### config.mk
export PLATFORM = sky130hd
export DESIGN_NAME = rss_core
export DESIGN_NICKNAME = d
export VERILOG_FILES = /design/src/rtl/rss_pkg.sv /design/src/rtl/rss_decode.sv /design/src/rtl/rss_alu.sv /design/src/rtl/rss_core.sv
export VERILOG_INCLUDE_DIRS = /design/src /design/src/rtl
export SDC_FILE = /design/constraint.sdc
export NUM_CORES = 1
export LEC_CHECK = 0
export BUFFER_PORTS_ARGS = -buffer_cell sky130_fd_sc_hd__buf_2
export CAP_MARGIN = 20
export CORE_ASPECT_RATIO = 0.6
export CORE_MARGIN = 3
export CORE_UTILIZATION = 45
export DETAILED_ROUTE_END_ITERATION = 8
export PLACE_DENSITY = 0.7
export SLEW_MARGIN = 20
export SYNTH_ARGS = -nofsm -noshare
export SYNTH_HDL_FRONTEND = slang
export SYNTH_SLANG_ARGS = --single-unit
### constraint.sdc
create_clock -name clk -period 3.3 [get_ports clk]
set_input_delay 0.66 -clock clk [delete_from_list [all_inputs] [get_ports clk]]
set_output_delay 0.66 -clock clk [all_outputs]
set_load 0.02 [all_outputs]
### src/rtl/rss_cfg.svh
// Purpose: Constants for the rotate/set/halt/subtract execution block
// Assumes: 16-bit instruction words, 8-bit data, 25 MHz core clock
// Notes:   Register offsets are byte addresses on the AXI4-Lite slave
`ifndef RSS_CFG_SVH
`define RSS_CFG_SVH

`define RSS_OPC_ROT_MASK  16'hFC00
`define RSS_OPC_ROT_VAL   16'h4000
`define RSS_OPC_SET_MASK  16'hFE00
`define RSS_OPC_SET_VAL   16'h6800
`define RSS_OPC_SUB_MASK  16'hFC00
`define RSS_OPC_SUB_VAL   16'h5400
`define RSS_OPC_HALT      16'h0003
`define RSS_BIT_D         9
`define RSS_BIT_A         8
`define RSS_ILO_MAX       8'h5F
`define RSS_ACC_SFR_BASE  8'h60
`define RSS_SFR_BANK      4'hF
`define RSS_ALL_ONES      8'hFF
`define RSS_PHASES        2'h3
`define RSS_WDT_POST_W    8

`define RSS_ADDR_CTRL     4'h0
`define RSS_ADDR_INSTR    4'h4
`define RSS_ADDR_STAT     4'h8
`define RSS_ADDR_IRQ      4'hC
`define RSS_ADDR_MASK     5'h10
`define RSS_ADDR_WREG     5'h14
`define RSS_ADDR_FLAGS    5'h18
`define RSS_ADDR_WAKE     5'h1C

`define RSS_EV_DONE       0
`define RSS_EV_HALT       1
`define RSS_EV_WAKE       2
`define RSS_EV_W          3

`define RSS_RESP_OK       2'h0
`define RSS_RESP_SLVERR   2'h2

`endif

### src/rtl/rss_pkg.sv
// Purpose: Types for the rotate/set/halt/subtract execution block
// Assumes: Constants come from rss_cfg.svh
// Notes:   Types only
package rss_pkg;

  typedef enum logic [1:0] {
    RSS_PH_DECODE,
    RSS_PH_READ,
    RSS_PH_PROC,
    RSS_PH_WRITE
  } rss_phase_t;

  typedef enum logic [2:0] {
    RSS_OP_NONE,
    RSS_OP_ROT,
    RSS_OP_SET,
    RSS_OP_SUB,
    RSS_OP_HALT
  } rss_op_t;

  typedef struct packed {
    logic       n;
    logic       z;
    logic       c;
    logic       time_out_flag;
    logic       power_down_flag;
  } rss_flags_t;

  typedef struct packed {
    logic       we;
    logic [3:0] bank;
    logic [7:0] addr;
    logic [7:0] wdata;
  } rss_mem_req_t;

  typedef struct packed {
    rss_op_t    op;
    logic       dest_f;
    logic [3:0] bank;
    logic [7:0] addr;
  } rss_dec_t;

endpackage

### src/rtl/rss_decode.sv
// Purpose: Instruction decode and operand address forming
// Assumes: Instruction word stable during the decode phase
// Notes:   Pure combinational, registered by the core
`timescale 1ns/1ps
`include "rss_cfg.svh"
module rss_decode (
  // Instruction
  input  wire logic [15:0]     instr,
  // Addressing context
  input  wire logic [3:0]      bank_select_reg,
  input  wire logic            ext_set_en,
  input  wire logic [7:0]      fsr2_base,
  // Result
  output rss_pkg::rss_dec_t    dec
);

  logic [7:0] f;
  logic       a;

  always_comb begin
    f           = instr[7:0];
    a           = instr[`RSS_BIT_A];
    dec.op      = rss_pkg::RSS_OP_NONE;
    dec.dest_f  = instr[`RSS_BIT_D];
    if ((instr & `RSS_OPC_ROT_MASK) == `RSS_OPC_ROT_VAL) begin
      dec.op = rss_pkg::RSS_OP_ROT;
    end else if ((instr & `RSS_OPC_SET_MASK) == `RSS_OPC_SET_VAL) begin
      dec.op     = rss_pkg::RSS_OP_SET;
      dec.dest_f = 1'b1;
    end else if ((instr & `RSS_OPC_SUB_MASK) == `RSS_OPC_SUB_VAL) begin
      dec.op = rss_pkg::RSS_OP_SUB;
    end else if (instr == `RSS_OPC_HALT) begin
      dec.op = rss_pkg::RSS_OP_HALT;
    end
    if (a) begin
      dec.bank = bank_select_reg;
      dec.addr = f;
    end else if (ext_set_en && f <= `RSS_ILO_MAX) begin
      // Indexed literal offset: base pointer plus literal, bank 0 window
      dec.bank = 4'h0;
      dec.addr = 8'(fsr2_base + f);
    end else begin
      // Access bank: offsets below 0x60 bank 0, 0x60 and above special registers
      dec.bank = (f >= `RSS_ACC_SFR_BASE) ? `RSS_SFR_BANK : 4'h0;
      dec.addr = f;
    end
  end

endmodule // rss_decode

### src/rtl/rss_alu.sv
// Purpose: Result and flag computation for rotate, set and subtract
// Assumes: Operand read already complete
// Notes:   Combinational
`timescale 1ns/1ps
`include "rss_cfg.svh"
module rss_alu (
  // Operands
  input  rss_pkg::rss_op_t     op,
  input  wire logic [7:0]      fval,
  input  wire logic [7:0]      wval,
  input  wire logic            c_in,
  // Result
  output logic [7:0]           res,
  output logic                 upd_nz,
  output logic                 upd_c,
  output logic                 c_out
);

  logic [8:0] diff;

  always_comb begin
    diff   = {1'b0, wval} - {1'b0, fval} - {8'h00, ~c_in};
    res    = fval;
    upd_nz = 1'b0;
    upd_c  = 1'b0;
    c_out  = c_in;
    case (op)
      rss_pkg::RSS_OP_ROT: begin
        res    = {fval[0], fval[7:1]};
        upd_nz = 1'b1;
      end
      rss_pkg::RSS_OP_SET: begin
        res = `RSS_ALL_ONES;
      end
      rss_pkg::RSS_OP_SUB: begin
        res    = diff[7:0];
        upd_nz = 1'b1;
        upd_c  = 1'b1;
        c_out  = ~diff[8]; // Carry high means no borrow
      end
      default: begin
        res = fval;
      end
    endcase
  end

endmodule // rss_alu

### src/rtl/rss_core.sv
// Purpose: Execution of rotate, set, halt and subtract with AXI4-Lite control
// Assumes: Single clock, synchronous active-high reset, one request in flight
// Notes:   Data memory is an external port answering the cycle after its read strobe
`timescale 1ns/1ps
`include "rss_cfg.svh"
module rss_core (
  // Clock and reset
  input  wire logic              clk,
  input  wire logic              rst,
  // AXI4-Lite write address, data and response
  input  wire logic [31:0]       s_axi_awaddr,
  input  wire logic              s_axi_awvalid,
  output logic                   s_axi_awready,
  input  wire logic [31:0]       s_axi_wdata,
  input  wire logic [3:0]        s_axi_wstrb,
  input  wire logic              s_axi_wvalid,
  output logic                   s_axi_wready,
  output logic [1:0]             s_axi_bresp,
  output logic                   s_axi_bvalid,
  input  wire logic              s_axi_bready,
  // AXI4-Lite read
  input  wire logic [31:0]       s_axi_araddr,
  input  wire logic              s_axi_arvalid,
  output logic                   s_axi_arready,
  output logic [31:0]            s_axi_rdata,
  output logic [1:0]             s_axi_rresp,
  output logic                   s_axi_rvalid,
  input  wire logic              s_axi_rready,
  // Data memory
  output rss_pkg::rss_mem_req_t  mem_req,
  output logic                   mem_en,
  input  wire logic [7:0]        mem_rdata,
  // Power control
  output logic                   osc_stop,
  output logic                   wdt_clear,
  input  wire logic              wdt_expire_pin,
  input  wire logic              wake_pin,
  // Interrupt
  output logic                   irq
);

  ////////////////////////////////////////////////////////////////////////////
  // State

  typedef struct packed {
    logic                awready;
    logic                wready;
    logic                bvalid;
    logic [1:0]          bresp;
    logic                aw_hold;
    logic                w_hold;
    logic [4:0]          aw_addr;
    logic [31:0]         w_data;
    logic [3:0]          w_strb;
    logic                arready;
    logic                rvalid;
    logic [31:0]         rdata;
    logic [1:0]          rresp;
    logic [15:0]         instr;
    logic [3:0]          bank_select_reg;
    logic                ext_set_en;
    logic [7:0]          fsr2_base;
    logic [7:0]          wreg;
    rss_pkg::rss_flags_t flags;
    logic                busy;
    rss_pkg::rss_phase_t phase;
    rss_pkg::rss_dec_t   dec;
    logic [7:0]          fval;
    logic                halted;
    logic [3:0]          irq_stat;
    logic [3:0]          irq_mask;
    logic                irq;
    rss_pkg::rss_mem_req_t mem;
    logic                mem_en;
    logic                osc_stop;
    logic                wdt_clear;
    logic [1:0]          wdt_sync;
    logic [1:0]          wake_sync;
  } rss_state_t;

  rss_state_t        s_reg;
  rss_state_t        s_next;
  rss_pkg::rss_dec_t dec_w;
  logic [7:0]        alu_res;
  logic              alu_nz;
  logic              alu_c;
  logic              alu_cout;

  rss_decode u_decode (
    .instr           (s_reg.instr),
    .bank_select_reg (s_reg.bank_select_reg),
    .ext_set_en      (s_reg.ext_set_en),
    .fsr2_base       (s_reg.fsr2_base),
    .dec             (dec_w)
  );

  rss_alu u_alu (
    .op     (s_reg.dec.op),
    .fval   (s_reg.fval),
    .wval   (s_reg.wreg),
    .c_in   (s_reg.flags.c),
    .res    (alu_res),
    .upd_nz (alu_nz),
    .upd_c  (alu_c),
    .c_out  (alu_cout)
  );

  ////////////////////////////////////////////////////////////////////////////
  // Next state

  logic [3:0] ev;
  logic       wr_go;
  logic       wdt_wake;
  logic       any_wake;

  always_comb begin
    s_next = s_reg;
    ev     = 4'h0;
    s_next.wdt_sync  = {s_reg.wdt_sync[0], wdt_expire_pin};
    s_next.wake_sync = {s_reg.wake_sync[0], wake_pin};
    wdt_wake = s_reg.wdt_sync[1];
    any_wake = s_reg.wdt_sync[1] | s_reg.wake_sync[1];
    s_next.mem_en    = 1'b0;
    s_next.mem.we    = 1'b0;
    s_next.wdt_clear = 1'b0;

    // Write channel: address and data taken in either order
    if (s_reg.awready && s_axi_awvalid) begin
      s_next.awready = 1'b0;
      s_next.aw_hold = 1'b1;
      s_next.aw_addr = s_axi_awaddr[4:0];
    end
    if (s_reg.wready && s_axi_wvalid) begin
      s_next.wready = 1'b0;
      s_next.w_hold = 1'b1;
      s_next.w_data = s_axi_wdata;
      s_next.w_strb = s_axi_wstrb;
    end
    wr_go = s_reg.aw_hold && s_reg.w_hold && !s_reg.bvalid;
    if (wr_go) begin
      s_next.aw_hold = 1'b0;
      s_next.w_hold  = 1'b0;
      s_next.bvalid  = 1'b1;
      s_next.bresp   = `RSS_RESP_OK;
      case (s_reg.aw_addr)
        5'(`RSS_ADDR_CTRL): begin
          if (s_reg.w_strb[0]) begin
            s_next.bank_select_reg = s_reg.w_data[3:0];
            s_next.ext_set_en      = s_reg.w_data[4];
          end
          if (s_reg.w_strb[1]) begin
            s_next.fsr2_base = s_reg.w_data[15:8];
          end
        end
        5'(`RSS_ADDR_INSTR): begin
          // A new instruction is ignored while one runs or the core is halted
          if (!s_reg.busy && !s_reg.halted && (&s_reg.w_strb[1:0])) begin
            s_next.instr = s_reg.w_data[15:0];
            s_next.busy  = 1'b1;
            s_next.phase = rss_pkg::RSS_PH_DECODE;
          end
        end
        5'(`RSS_ADDR_IRQ): begin
          if (s_reg.w_strb[0]) begin
            s_next.irq_stat = s_reg.irq_stat & ~s_reg.w_data[3:0];
          end
        end
        `RSS_ADDR_MASK: begin
          if (s_reg.w_strb[0]) begin
            s_next.irq_mask = s_reg.w_data[3:0];
          end
        end
        `RSS_ADDR_WREG: begin
          if (s_reg.w_strb[0]) begin
            s_next.wreg = s_reg.w_data[7:0];
          end
        end
        `RSS_ADDR_FLAGS: begin
          if (s_reg.w_strb[0]) begin
            s_next.flags.c = s_reg.w_data[2];
          end
        end
        default: begin
          s_next.bresp = `RSS_RESP_SLVERR;
        end
      endcase
    end
    if (s_reg.bvalid && s_axi_bready) begin
      s_next.bvalid  = 1'b0;
      s_next.awready = 1'b1;
      s_next.wready  = 1'b1;
    end

    // Read channel
    if (s_reg.arready && s_axi_arvalid) begin
      s_next.arready = 1'b0;
      s_next.rvalid  = 1'b1;
      s_next.rresp   = `RSS_RESP_OK;
      s_next.rdata   = 32'h0000_0000;
      case (s_axi_araddr[4:0])
        5'(`RSS_ADDR_CTRL): s_next.rdata = {16'h0000, s_reg.fsr2_base, 3'h0,
                                            s_reg.ext_set_en, s_reg.bank_select_reg};
        5'(`RSS_ADDR_INSTR): s_next.rdata = {16'h0000, s_reg.instr};
        5'(`RSS_ADDR_STAT): s_next.rdata = {28'h0000000, s_reg.osc_stop,
                                            s_reg.halted, s_reg.busy, 1'b0};
        5'(`RSS_ADDR_IRQ): s_next.rdata = {28'h0000000, s_reg.irq_stat};
        `RSS_ADDR_MASK: s_next.rdata = {28'h0000000, s_reg.irq_mask};
        `RSS_ADDR_WREG: s_next.rdata = {24'h000000, s_reg.wreg};
        `RSS_ADDR_FLAGS: s_next.rdata = {27'h0000000, s_reg.flags};
        default: s_next.rresp = `RSS_RESP_SLVERR;
      endcase
    end
    if (s_reg.rvalid && s_axi_rready) begin
      s_next.rvalid  = 1'b0;
      s_next.arready = 1'b1;
    end

    // Four-phase instruction cycle
    if (s_reg.busy) begin
      case (s_reg.phase)
        rss_pkg::RSS_PH_DECODE: begin
          s_next.dec   = dec_w;
          s_next.phase = rss_pkg::RSS_PH_READ;
          if (dec_w.op != rss_pkg::RSS_OP_HALT && dec_w.op != rss_pkg::RSS_OP_NONE) begin
            s_next.mem_en    = 1'b1;
            s_next.mem.bank  = dec_w.bank;
            s_next.mem.addr  = dec_w.addr;
          end
        end
        rss_pkg::RSS_PH_READ: begin
          // Registered memory: its data only stands once the strobe has been taken
          s_next.phase = rss_pkg::RSS_PH_PROC;
        end
        rss_pkg::RSS_PH_PROC: begin
          s_next.fval  = mem_rdata;
          s_next.phase = rss_pkg::RSS_PH_WRITE;
        end
        rss_pkg::RSS_PH_WRITE: begin
          s_next.busy  = 1'b0;
          s_next.phase = rss_pkg::RSS_PH_DECODE;
          ev[`RSS_EV_DONE] = 1'b1;
          if (s_reg.dec.op == rss_pkg::RSS_OP_HALT) begin
            s_next.flags.power_down_flag = 1'b0;
            s_next.flags.time_out_flag   = 1'b1;
            s_next.wdt_clear = 1'b1;
            s_next.halted    = 1'b1;
            s_next.osc_stop  = 1'b1;
            ev[`RSS_EV_HALT] = 1'b1;
          end else if (s_reg.dec.op != rss_pkg::RSS_OP_NONE) begin
            if (s_reg.dec.dest_f) begin
              s_next.mem_en    = 1'b1;
              s_next.mem.we    = 1'b1;
              s_next.mem.wdata = alu_res;
            end else begin
              s_next.wreg = alu_res;
              ev[`RSS_EV_W] = 1'b1;
            end
            if (alu_nz) begin
              s_next.flags.n = alu_res[7];
              s_next.flags.z = (alu_res == 8'h00);
            end
            if (alu_c) begin
              s_next.flags.c = alu_cout;
            end
          end
        end
        default: s_next.phase = rss_pkg::RSS_PH_DECODE;
      endcase
    end

    // Wake from halt
    if (s_reg.halted && any_wake) begin
      s_next.halted   = 1'b0;
      s_next.osc_stop = 1'b0;
      ev[`RSS_EV_WAKE] = 1'b1;
      if (wdt_wake) begin
        s_next.flags.time_out_flag = 1'b0;
      end
    end

    // Set wins over a clear written in the same cycle
    s_next.irq_stat = s_next.irq_stat | ev;
    s_next.irq      = |(s_next.irq_stat & s_next.irq_mask);

    if (rst) begin
      s_next = '0;
      s_next.awready = 1'b1;
      s_next.wready  = 1'b1;
      s_next.arready = 1'b1;
      s_next.flags.time_out_flag   = 1'b1;
      s_next.flags.power_down_flag = 1'b1;
    end
  end

  always_ff @(posedge clk) begin
    s_reg <= s_next;
  end

  ////////////////////////////////////////////////////////////////////////////
  // Outputs

  assign s_axi_awready = s_reg.awready;
  assign s_axi_wready  = s_reg.wready;
  assign s_axi_bvalid  = s_reg.bvalid;
  assign s_axi_bresp   = s_reg.bresp;
  assign s_axi_arready = s_reg.arready;
  assign s_axi_rvalid  = s_reg.rvalid;
  assign s_axi_rdata   = s_reg.rdata;
  assign s_axi_rresp   = s_reg.rresp;
  assign mem_req       = s_reg.mem;
  assign mem_en        = s_reg.mem_en;
  assign osc_stop      = s_reg.osc_stop;
  assign wdt_clear     = s_reg.wdt_clear;
  assign irq           = s_reg.irq;

  ////////////////////////////////////////////////////////////////////////////
  // Checks

  a_rot_result: assert property (@(posedge clk) disable iff (rst)
    s_reg.busy && s_reg.phase == rss_pkg::RSS_PH_WRITE
      && s_reg.dec.op == rss_pkg::RSS_OP_ROT && s_reg.dec.dest_f
    |=> mem_req.wdata == {$past(s_reg.fval[0]), $past(s_reg.fval[7:1])})
    else $error("rotate result wrong");

  a_dest_w_keep: assert property (@(posedge clk) disable iff (rst)
    s_reg.busy && s_reg.phase == rss_pkg::RSS_PH_WRITE && !s_reg.dec.dest_f
      && s_reg.dec.op == rss_pkg::RSS_OP_ROT
    |=> !mem_en && s_reg.wreg == {$past(s_reg.fval[0]), $past(s_reg.fval[7:1])})
    else $error("destination w mishandled");

  a_set_flags: assert property (@(posedge clk) disable iff (rst)
    s_reg.busy && s_reg.phase == rss_pkg::RSS_PH_WRITE
      && s_reg.dec.op == rss_pkg::RSS_OP_SET
    |=> mem_en && mem_req.we && mem_req.wdata == `RSS_ALL_ONES && $stable(s_reg.flags))
    else $error("set op wrong");

  a_halt_flags: assert property (@(posedge clk) disable iff (rst)
    s_reg.busy && s_reg.phase == rss_pkg::RSS_PH_WRITE
      && s_reg.dec.op == rss_pkg::RSS_OP_HALT
    |=> !s_reg.flags.power_down_flag && wdt_clear && osc_stop)
    else $error("halt side effects wrong");

  a_halt_to: assert property (@(posedge clk) disable iff (rst)
    s_reg.busy && s_reg.phase == rss_pkg::RSS_PH_WRITE
      && s_reg.dec.op == rss_pkg::RSS_OP_HALT && !any_wake
    |=> s_reg.flags.time_out_flag && s_reg.halted)
    else $error("time-out flag not set");

  a_wdt_wake_to: assert property (@(posedge clk) disable iff (rst)
    s_reg.halted && s_reg.wdt_sync[1] |=> !s_reg.flags.time_out_flag && !osc_stop)
    else $error("watchdog wake kept time-out");

  a_sub_carry: assert property (@(posedge clk) disable iff (rst)
    s_reg.busy && s_reg.phase == rss_pkg::RSS_PH_WRITE
      && s_reg.dec.op == rss_pkg::RSS_OP_SUB
    |=> s_reg.flags.c == ($past(s_reg.wreg) >= 9'($past(s_reg.fval)) + 9'(!$past(s_reg.flags.c))))
    else $error("subtract carry wrong");

  a_four_phase: assert property (@(posedge clk) disable iff (rst)
    $rose(s_reg.busy) |-> s_reg.busy [*4] ##1 !s_reg.busy)
    else $error("instruction not four phases");

  a_bank_sel: assert property (@(posedge clk) disable iff (rst)
    s_reg.busy && s_reg.phase == rss_pkg::RSS_PH_DECODE && s_reg.instr[`RSS_BIT_A]
      && dec_w.op != rss_pkg::RSS_OP_NONE && dec_w.op != rss_pkg::RSS_OP_HALT
    |=> mem_req.bank == $past(s_reg.bank_select_reg))
    else $error("bank select ignored");

  c_rot: cover property (@(posedge clk) s_reg.dec.op == rss_pkg::RSS_OP_ROT && ev[`RSS_EV_DONE]);
  c_sub: cover property (@(posedge clk) s_reg.dec.op == rss_pkg::RSS_OP_SUB && ev[`RSS_EV_DONE]);
  c_halt_wake: cover property (@(posedge clk) s_reg.halted ##[1:50] !s_reg.halted);

endmodule // rss_core

* Word-level counts from Yosys, hierarchy flattened
Index checks and enable logic that the tools add are counted.
** Word-level totals
- Register bits :: 172
- Input port bits :: 117
- Logic and storage cells :: 189
** Cells by class
- Muxes and demuxes :: 61
- Bitwise gates (word level) :: 11
- Reduce and logical (&&, ||, !) cells :: 46
- Eq/ne operators :: 24
- Add/sub/neg operators :: 3
- $lt $le $gt $ge :: 2
** Operator list (number)
- one-hot mux 16 bit (7 select lines) :: 1
- two-way mux 8 bit :: 6
- two-way mux 41 bit :: 1
- == test 5 bit, second input constant :: 6
- two-way mux 1 bit :: 26
- two-way mux 12 bit :: 2
- one-hot mux 8 bit (3 select lines) :: 1
- two-way mux 11 bit :: 2
- two-way mux 3 bit :: 7
- two-way mux 4 bit :: 5
- AND reduction 3 bit :: 6
- == test 16 x 2 -> 1 bit, second input constant :: 1
- two-way mux 16 bit :: 1
- == test 5 x 4 -> 1 bit, second input constant :: 3
- two-way mux 14 bit :: 1
- == test 6 x 5 -> 1 bit, second input constant :: 2
- logical AND 1 bit :: 12
- two-way mux 2 bit :: 6
- OR reduction 2 bit :: 6
- == test 5 x 3 -> 1 bit, second input constant :: 2
- zero test 5 bit :: 2
- AND reduction 5 bit :: 2
- subtractor 8 x 8 -> 9 bit :: 1
- subtractor 9 x 1 -> 9 bit :: 1
- 29 further kinds :: 44

* Depth between registers and ports, before layout
Gate-level depths: netlist of run 1.
- Depth in word-level cells :: 11
- Gate-level depth with buffers :: 11
- Mapped depth without buffers :: 11

* By module
A second synthesis of run 1 with hierarchy kept.
** Unflattened totals
- Cell total of the unflattened synthesis :: 908
- Area total of the unflattened synthesis :: 7414.6 um^2
** By module, submodules not included
- rss_core :: sequential area each 2842.7 um^2, cells an instance 716, area an instance 6084.6 um^2, instances 1
- rss_alu :: sequential area each 0.0 um^2, cells an instance 110, area an instance 780.7 um^2, instances 1
- rss_decode :: sequential area each 0.0 um^2, cells an instance 82, area an instance 549.3 um^2, instances 1

* Worst setup path after synthesis of run 1
Ideal clock, no wire load.
- Path kind :: reg-to-reg
- Start :: register s_reg[38] in the netlist's numbering
- End :: register s_reg, in the netlist mem_req[6]
- Stages on the path, launching flop included :: 11
- Path buffers :: 0
- Setup slack :: 797 ps
- Arrival time :: 2376 ps
- Library setup time :: 128 ps
- Clock period less this slack :: 2503 ps
- Data required time :: 3172 ps
- Cell sequence :: dfxtp_1 -> fa_1 -> inv_1 -> ha_1 -> o21ai_0 -> a21boi_1 -> o41ai_2 -> xnor2_1 -> o21ai_0 -> o21a_1 -> nor2_1
** On the way
- Word-level cells in the longest chain between the ends :: 3
** RTL lines
- start, declared :: RTL line rss_core.sv:81 : rss_state_t s_reg;
- start signal, assigned :: RTL line rss_core.sv:296 : s_reg <= s_next;
- subtractor 8 x 8 -> 9 bit :: RTL line rss_alu.sv:22 : diff = {1'b0, wval} - {1'b0, fval} - {8'h00, ~c_in};
- subtractor 9 x 1 -> 9 bit :: RTL line rss_alu.sv:22
- one-hot mux 8 bit (3 select lines) :: RTL line rss_alu.sv:27 : case (op)
Every way passes these cells.
A chain may end at the register's enable or synchronous reset.

* Worst setup path in the final report of run 1
- Start :: register s_reg[70] in the netlist's numbering
- End :: register s_reg[77] in the netlist's numbering
** On the way
- Word-level cells in the longest chain between the ends :: 8
** RTL lines
- subtractor 8 x 8 -> 9 bit :: RTL line rss_alu.sv:22
- subtractor 9 x 1 -> 9 bit :: RTL line rss_alu.sv:22
- one-hot mux 8 bit (3 select lines) :: RTL line rss_alu.sv:27
- two-way mux 8 bit :: RTL line rss_core.sv:250 : if (s_reg.dec.dest_f) begin
- two-way mux 11 bit :: RTL line rss_core.sv:249 : end else if (s_reg.dec.op != rss_pkg::RSS_OP_NONE) begin
- two-way mux 11 bit :: RTL line rss_core.sv:242 : if (s_reg.dec.op == rss_pkg::RSS_OP_HALT) begin
- two-way mux 14 bit :: RTL line rss_core.sv:220 : case (s_reg.phase)
- two-way mux 41 bit :: RTL line rss_core.sv:219 : if (s_reg.busy) begin
Every way passes these cells.

==> impl_metrics.ini, run 1 <==
[route]
post-route-drc-count = 0
via_per_inst = 5.32
dr.first_iter.drc_count = 527
ant_nets = 0
totalWireLength_um = 18400
drt-pass1-iter-count = 5
vias = 5910
wire_per_inst_um = 16.6

[synthesis]
synthArstFlopShare_pct = 0
yosysTopAreaCell = dfxtp_1
yosysMostFrequentCell = dfxtp_1
yosys_register_bits = 142
ys.flop_type = dfxtp_1
synth_area_um2 = 7090
synth_cells = 861
synth_area_per_cell_um2 = 8.23
synth-edff-count = 0
seq_area_frac_synth_pct = 40.1
yosysUniqueCellTypes = 64
yosys.area.top_type_share_pct = 40.1
ys_warn_count = 0
synthTopCellsByArea = dfxtp_1, a21oi_1, nand2_1
synth_common_cells = dfxtp_1, nand2_1, nor2_1, a21oi_1, buf_4

[power]
power_mw = 3.97
irDropWorstVdd_v = 0.000287
power_leakage_nw = 3.26
netSwitchingPower_mw = 0.893
p_clk_share_pct = 50.7
power_density_nw_per_um2 = 500
swShare_pct = 22.5
p_int_mw = 3.07
p_seq_share_pct = 44.7
pwr-share-comb_pct = 4.6

[place]
dpl.hpwl_um = 13300
dp_worst_setup_slack_ns = 0.422
port_buffers = 92
dp_cells = 1082
placed_cell_area_um2 = 7330
place.gp.congestion = 0.896

[sta]
rsz0062_at_grt = false
fin_setup_tns_ns = 0
slew_headroom_pct = 49.5
layout_min_cycle_time_ns = 2.92
max_freq_ghz = 0.342
worst_pin_slew_ns = 0.754
slew_violations = 0
fin_hold_ws_ns = 0.444
clock_skew_ns = 0.0110
setup_viol = 0
finalWorstSetupSlack_ns = 0.378
fin_crit_sh_pct = 88.5
hold_viol = 0

[clock_tree]
cts_resized = 0
cts_setup_buffers = 0
cts_tree = yes
clk_path_buf_depth = 2
cts_max_level = 4
cts_made_buffers = 17
holdBufCountCts = 0
clockRootBuffer = clkbuf_16
clk_pin_slew_ns = 0.06
clk_latency_ns = 0.42
cts_sinks = 142

[die]
core_um2 = 14900
dieArea_um2 = 17300
num_rows = 34
die_y_um = 103
die_w_um = 168
start_util_pct = 47.5
io_pins = 183

[worst_setup_path]
cpLargestDelayFamily = compound AO/OA/AOI/OAI gates
max_stage_delay_ns = 0.52
cp_slowest_cell = fa_1
r2r_slack_ns = 0.38
worstSetupEndpoint = s_reg[77]$_SDFF_PP0_
crit_buf_inv = 2
critPathCaptureType = flop
cp_num_cells = 10
cp_common_cell = inv_1
rr_worst_depth = 10
r2r-start = s_reg[70]$_SDFF_PP0_
critPathMaxFanout = 4
startpoint = s_reg[70]$_SDFF_PP0_
r2r_end = s_reg[77]$_SDFF_PP0_
path_cells = inv_1 -> fa_1 -> inv_1 -> ha_1 -> o21ai_0 -> a21boi_1 -> o41ai_2 -> o311a_1 -> nor2_1 -> a211oi_1
cp.arrival_ns = 3.24
path_class = flop to flop
critPathRequiredTime_ns = 3.62
cp-start-kind = flop

[global_routing]
grt_pass1_vias = 5304
gr-total-overflow = 0
grt_max_degree = 69
grt_pass1_wl_um = 29000
antenna_found_initial = 0
track_usage_pct = 21.3

[finish]
nNetsFinal = 1046
num_antenna_cells = 0
largest_register_ffs = 94
layout.cells.non_filler = 1111
final_util_pct = 53.2
finalInstanceArea_um2 = 7940
syn_to_final_growth_pct = 12.0
fillers = 1425
drive_above_1_share_pct = 16.3

[status]
outcome = finished clean

[worst_hold_path]
hold_class = input port to flop

[flow_run]
maxCapViolations = 0
[per-layer routing]
metal / track usage, % / share of wire, % / up-vias
li1: - / - / 2952
met1: 33.3 / 52 / 2723
met2: 28.1 / 37 / 217
met3: 6.53 / 9.8 / 18
met4: 5.22 / 0.88 / 0
met5: 0 / 0 / -
[worst min path at each step]
stage	start	endpoint	slack, ns	depth (start not counted)
floorplan	s_reg[0]$_SDFF_PP0_	s_reg[1]$_SDFF_PP0_	0.41	1
global placement	s_reg[65]$_SDFFE_PP1P_	s_reg[65]$_SDFFE_PP1P_	0.43	2
detailed placement	s_reg[65]$_SDFFE_PP1P_	s_reg[65]$_SDFFE_PP1P_	0.44	2
CTS	s_axi_wvalid	s_axi_wready$_SDFFE_PP1P_	0.43	2
global route	wake_pin	s_reg[0]$_SDFF_PP0_	0.45	2
finish	s_axi_wvalid	s_axi_wready$_SDFFE_PP1P_	0.44	2
[placed cells by master (no fill, tap or decap), types with 3 or more instances in the layout]
cell,synthesis,final
inv_1,36,36
nand2b_1,8,8
ha_1,24,24
xor2_1,6,6
mux4_2,4,4
clkbuf_16,0,17
a311oi_1,4,4
o21ai_0,21,21
o211ai_1,6,6
buf_4,57,13
a21oi_1,97,97
nand4_1,4,4
conb_1,1,18
dfxtp_1,142,142
nand2_1,121,121
nand3_1,19,19
mux2i_1,39,39
and3_1,3,3
bufinv_16,0,4
nor3_1,22,22
buf_2,5,91
xnor2_1,8,8
o22a_1,3,3
a211oi_1,15,15
or3_1,3,3
nor2b_1,13,13
clkinv_4,1,4
o22ai_1,5,5
nor4_1,5,5
a22oi_1,6,6
o211a_1,4,4
a31oi_1,3,3
nor2_1,104,104
[final cells by class]
type                       count  area [µm²]  share of cell area (%)
timing repair buffer         104         553                    6.97
tap                          198         248                    3.12
clock inverter                10         166                    2.10
inverter                      37         144                    1.81
clock buffer                  19         443                    5.58
sequential                   142        2840                    35.8
multi-input combinational    601        3540                    44.6
[worst register-to-register path, cell delays in order (launching register included)]
cell and delay [ns]:
dfxtp_1 0.33, inv_1 0.07, fa_1 0.52, inv_1 0.05, ha_1 0.16, o21ai_0 0.33
a21boi_1 0.19, o41ai_2 0.47, o311a_1 0.40, nor2_1 0.08, a211oi_1 0.22
[kinds of logic after synthesis]
| logic type | Yosys count | share of synthesized area [%] |
|---|---|---|
| compound gates | 179 | 15.3 |
| xor+xnor | 14 | 1.73 |
| fa+ha+maj | 26 | 4.80 |
| buf+inv | 135 | 10.8 |
| flops | 142 | 40.1 |
| mux | 45 | 7.10 |
| other cells | 1 | 0.0529 |
| simple gates | 319 | 20.1 |
[power groups by stage]
stage,registers [mW],logic [mW],clock network (mW)
finish,1.77,0.182,2.01
global route,1.78,0.203,2.10
global placement,1.81,0.178,0
detailed placement,1.81,0.181,0
floorplan,1.80,0.138,0
CTS,1.77,0.181,2.03
(Power assumes the default switching activity.)
==> run 2, diff against run 1 <==
--- a/config.mk
+++ b/config.mk
@@ -12,6 +12,7 @@
 export CORE_MARGIN = 3
 export CORE_UTILIZATION = 45
 export DETAILED_ROUTE_END_ITERATION = 8
+export MAX_ROUTING_LAYER = met4
 export PLACE_DENSITY = 0.7
 export SLEW_MARGIN = 20
 export SYNTH_ARGS = -nofsm -noshare
==> impl_metrics.ini, run 2 (synthesis gave the netlist of run 1 again) <==
[clock_tree]
clk_latency_ns = 0.41
cts_sinks = 142
clockRootBuffer = clkbuf_16
cts_resized = 0
holdBufCountCts = 0
cts_tree = yes
cts_max_level = 4
cts_setup_buffers = 0
clk_pin_slew_ns = 0.06
cts_made_buffers = 17
clk_path_buf_depth = 2

[sta]
fin_setup_tns_ns = 0
clock_skew_ns = 0.00780
worst_pin_slew_ns = 0.750
slew_violations = 0
hold_viol = 0
max_freq_ghz = 0.346
fin_crit_sh_pct = 87.6
setup_viol = 0
rsz0062_at_grt = false
slew_headroom_pct = 49.9
layout_min_cycle_time_ns = 2.89

[power]
irDropWorstVdd_v = 0.000285
power_mw = 3.96
power_leakage_nw = 3.26
power_density_nw_per_um2 = 499

[status]
outcome = finished clean

[global_routing]
grt_pass1_wl_um = 29000
antenna_found_initial = 0
grt_max_degree = 69
track_usage_pct = 22.0
grt_pass1_vias = 5307
gr-total-overflow = 0

[die]
io_pins = 183
start_util_pct = 47.5
num_rows = 34
die_w_um = 168
dieArea_um2 = 17300
core_um2 = 14900
die_y_um = 103

[worst_setup_path]
critPathMaxFanout = 4
path_class = flop to flop
cpLargestDelayFamily = compound AO/OA/AOI/OAI gates
crit_buf_inv = 2
cp_slowest_cell = fa_1
cp-start-kind = flop
critPathRequiredTime_ns = 3.62
path_cells = inv_1 -> fa_1 -> inv_1 -> ha_1 -> o21ai_0 -> a21boi_1 -> o41ai_2 -> o311a_1 -> nor2_1 -> a211oi_1
critPathCaptureType = flop
cp.arrival_ns = 3.21
max_stage_delay_ns = 0.52
cp_common_cell = inv_1

[route]
wire_per_inst_um = 16.6
totalWireLength_um = 18500
dr.first_iter.drc_count = 487
ant_nets = 0
vias = 5879
via_per_inst = 5.29
drt-pass1-iter-count = 5
post-route-drc-count = 0

[finish]
drive_above_1_share_pct = 16.3
layout_commonest_cell = dfxtp_1
finalInstanceArea_um2 = 7940
largest_register_ffs = 94
num_antenna_cells = 0
syn_to_final_growth_pct = 12.0
final_cell_mix = dfxtp_1, nand2_1, nor2_1
nNetsFinal = 1046

[place]
place.gp.congestion = 0.912
port_buffers = 92
placed_cell_area_um2 = 7330
dpl.hpwl_um = 13300

[worst_hold_path]
hold_class = flop to flop

[flow_run]
maxCapViolations = 0
[run 2: cell counts in the layout (fill, tap and decap cells not counted)]
Identical to the previous run, type by type.
[run 2: layout make-up]
class / instances / area [µm²]
sequential: 142 / 2840
inverter: 37 / 144
clock inverter: 10 / 166
multi-input combinational: 601 / 3540
clock buffer: 19 / 443
fill: 1425 / 6990
timing repair buffer: 104 / 553
tap: 198 / 248
[run 2: power breakdown]
group | internal (mW) | leakage (nW) | switching (mW)
Combinational | 0.0586 | 1.82 | 0.123
Sequential | 1.74 | 1.15 | 0.0327
Clock | 1.27 | 0.291 | 0.729
[run 2: tightest hold or removal path, stage by stage, from the launching register on]
cell,delay [ns]
dfxtp_1,0.31
nand2_1,0.05
nand2_1,0.04
[run 2: final timing paths]
kind,to,slack (ns),depth (start not counted),startpoint
worst min-delay path,s_reg[65]$_SDFFE_PP1P_,0.45,2,s_reg[65]$_SDFFE_PP1P_
worst max-delay path,s_reg[77]$_SDFF_PP0_,0.41,10,s_reg[70]$_SDFF_PP0_
worst max register to register,s_reg[77]$_SDFF_PP0_,0.41,10,s_reg[70]$_SDFF_PP0_
worst min register to register,s_reg[65]$_SDFFE_PP1P_,0.45,2,s_reg[65]$_SDFFE_PP1P_
[run 2: metal layers]
| metal | vias to the layer above | global-route usage [%] | wire (µm) | share of wire [%] |
|---|---|---|---|---|
| met5 | - | - | 0 | 0 |
| met4 | 0 | 5.22 | 146 | 0.79 |
| met3 | 15 | 6.49 | 1890 | 10 |
| met2 | 241 | 28.2 | 6880 | 37 |
| met1 | 2672 | 33.3 | 9540 | 52 |
| li1 | 2951 | - | - | - |
[run 2: through the flow]
| stage | util, % | hold slack, ns | setup WS (ns) | std cells |
|---|---|---|---|---|
| 6_report | 53.2 | 0.447 | 0.410 | 1111 |
| 5_1_grt | 53.2 | 0.451 | 0.155 | 1111 |
| 4_1_cts | 53.2 | 0.434 | 0.405 | 1111 |
| 3_5_place_dp | 49.1 | 0.438 | 0.422 | 1082 |
| 3_3_place_gp | 49.1 | 0.433 | 0.485 | 1082 |
| 2_1_floorplan | - | 0.414 | 0.797 | 878 |
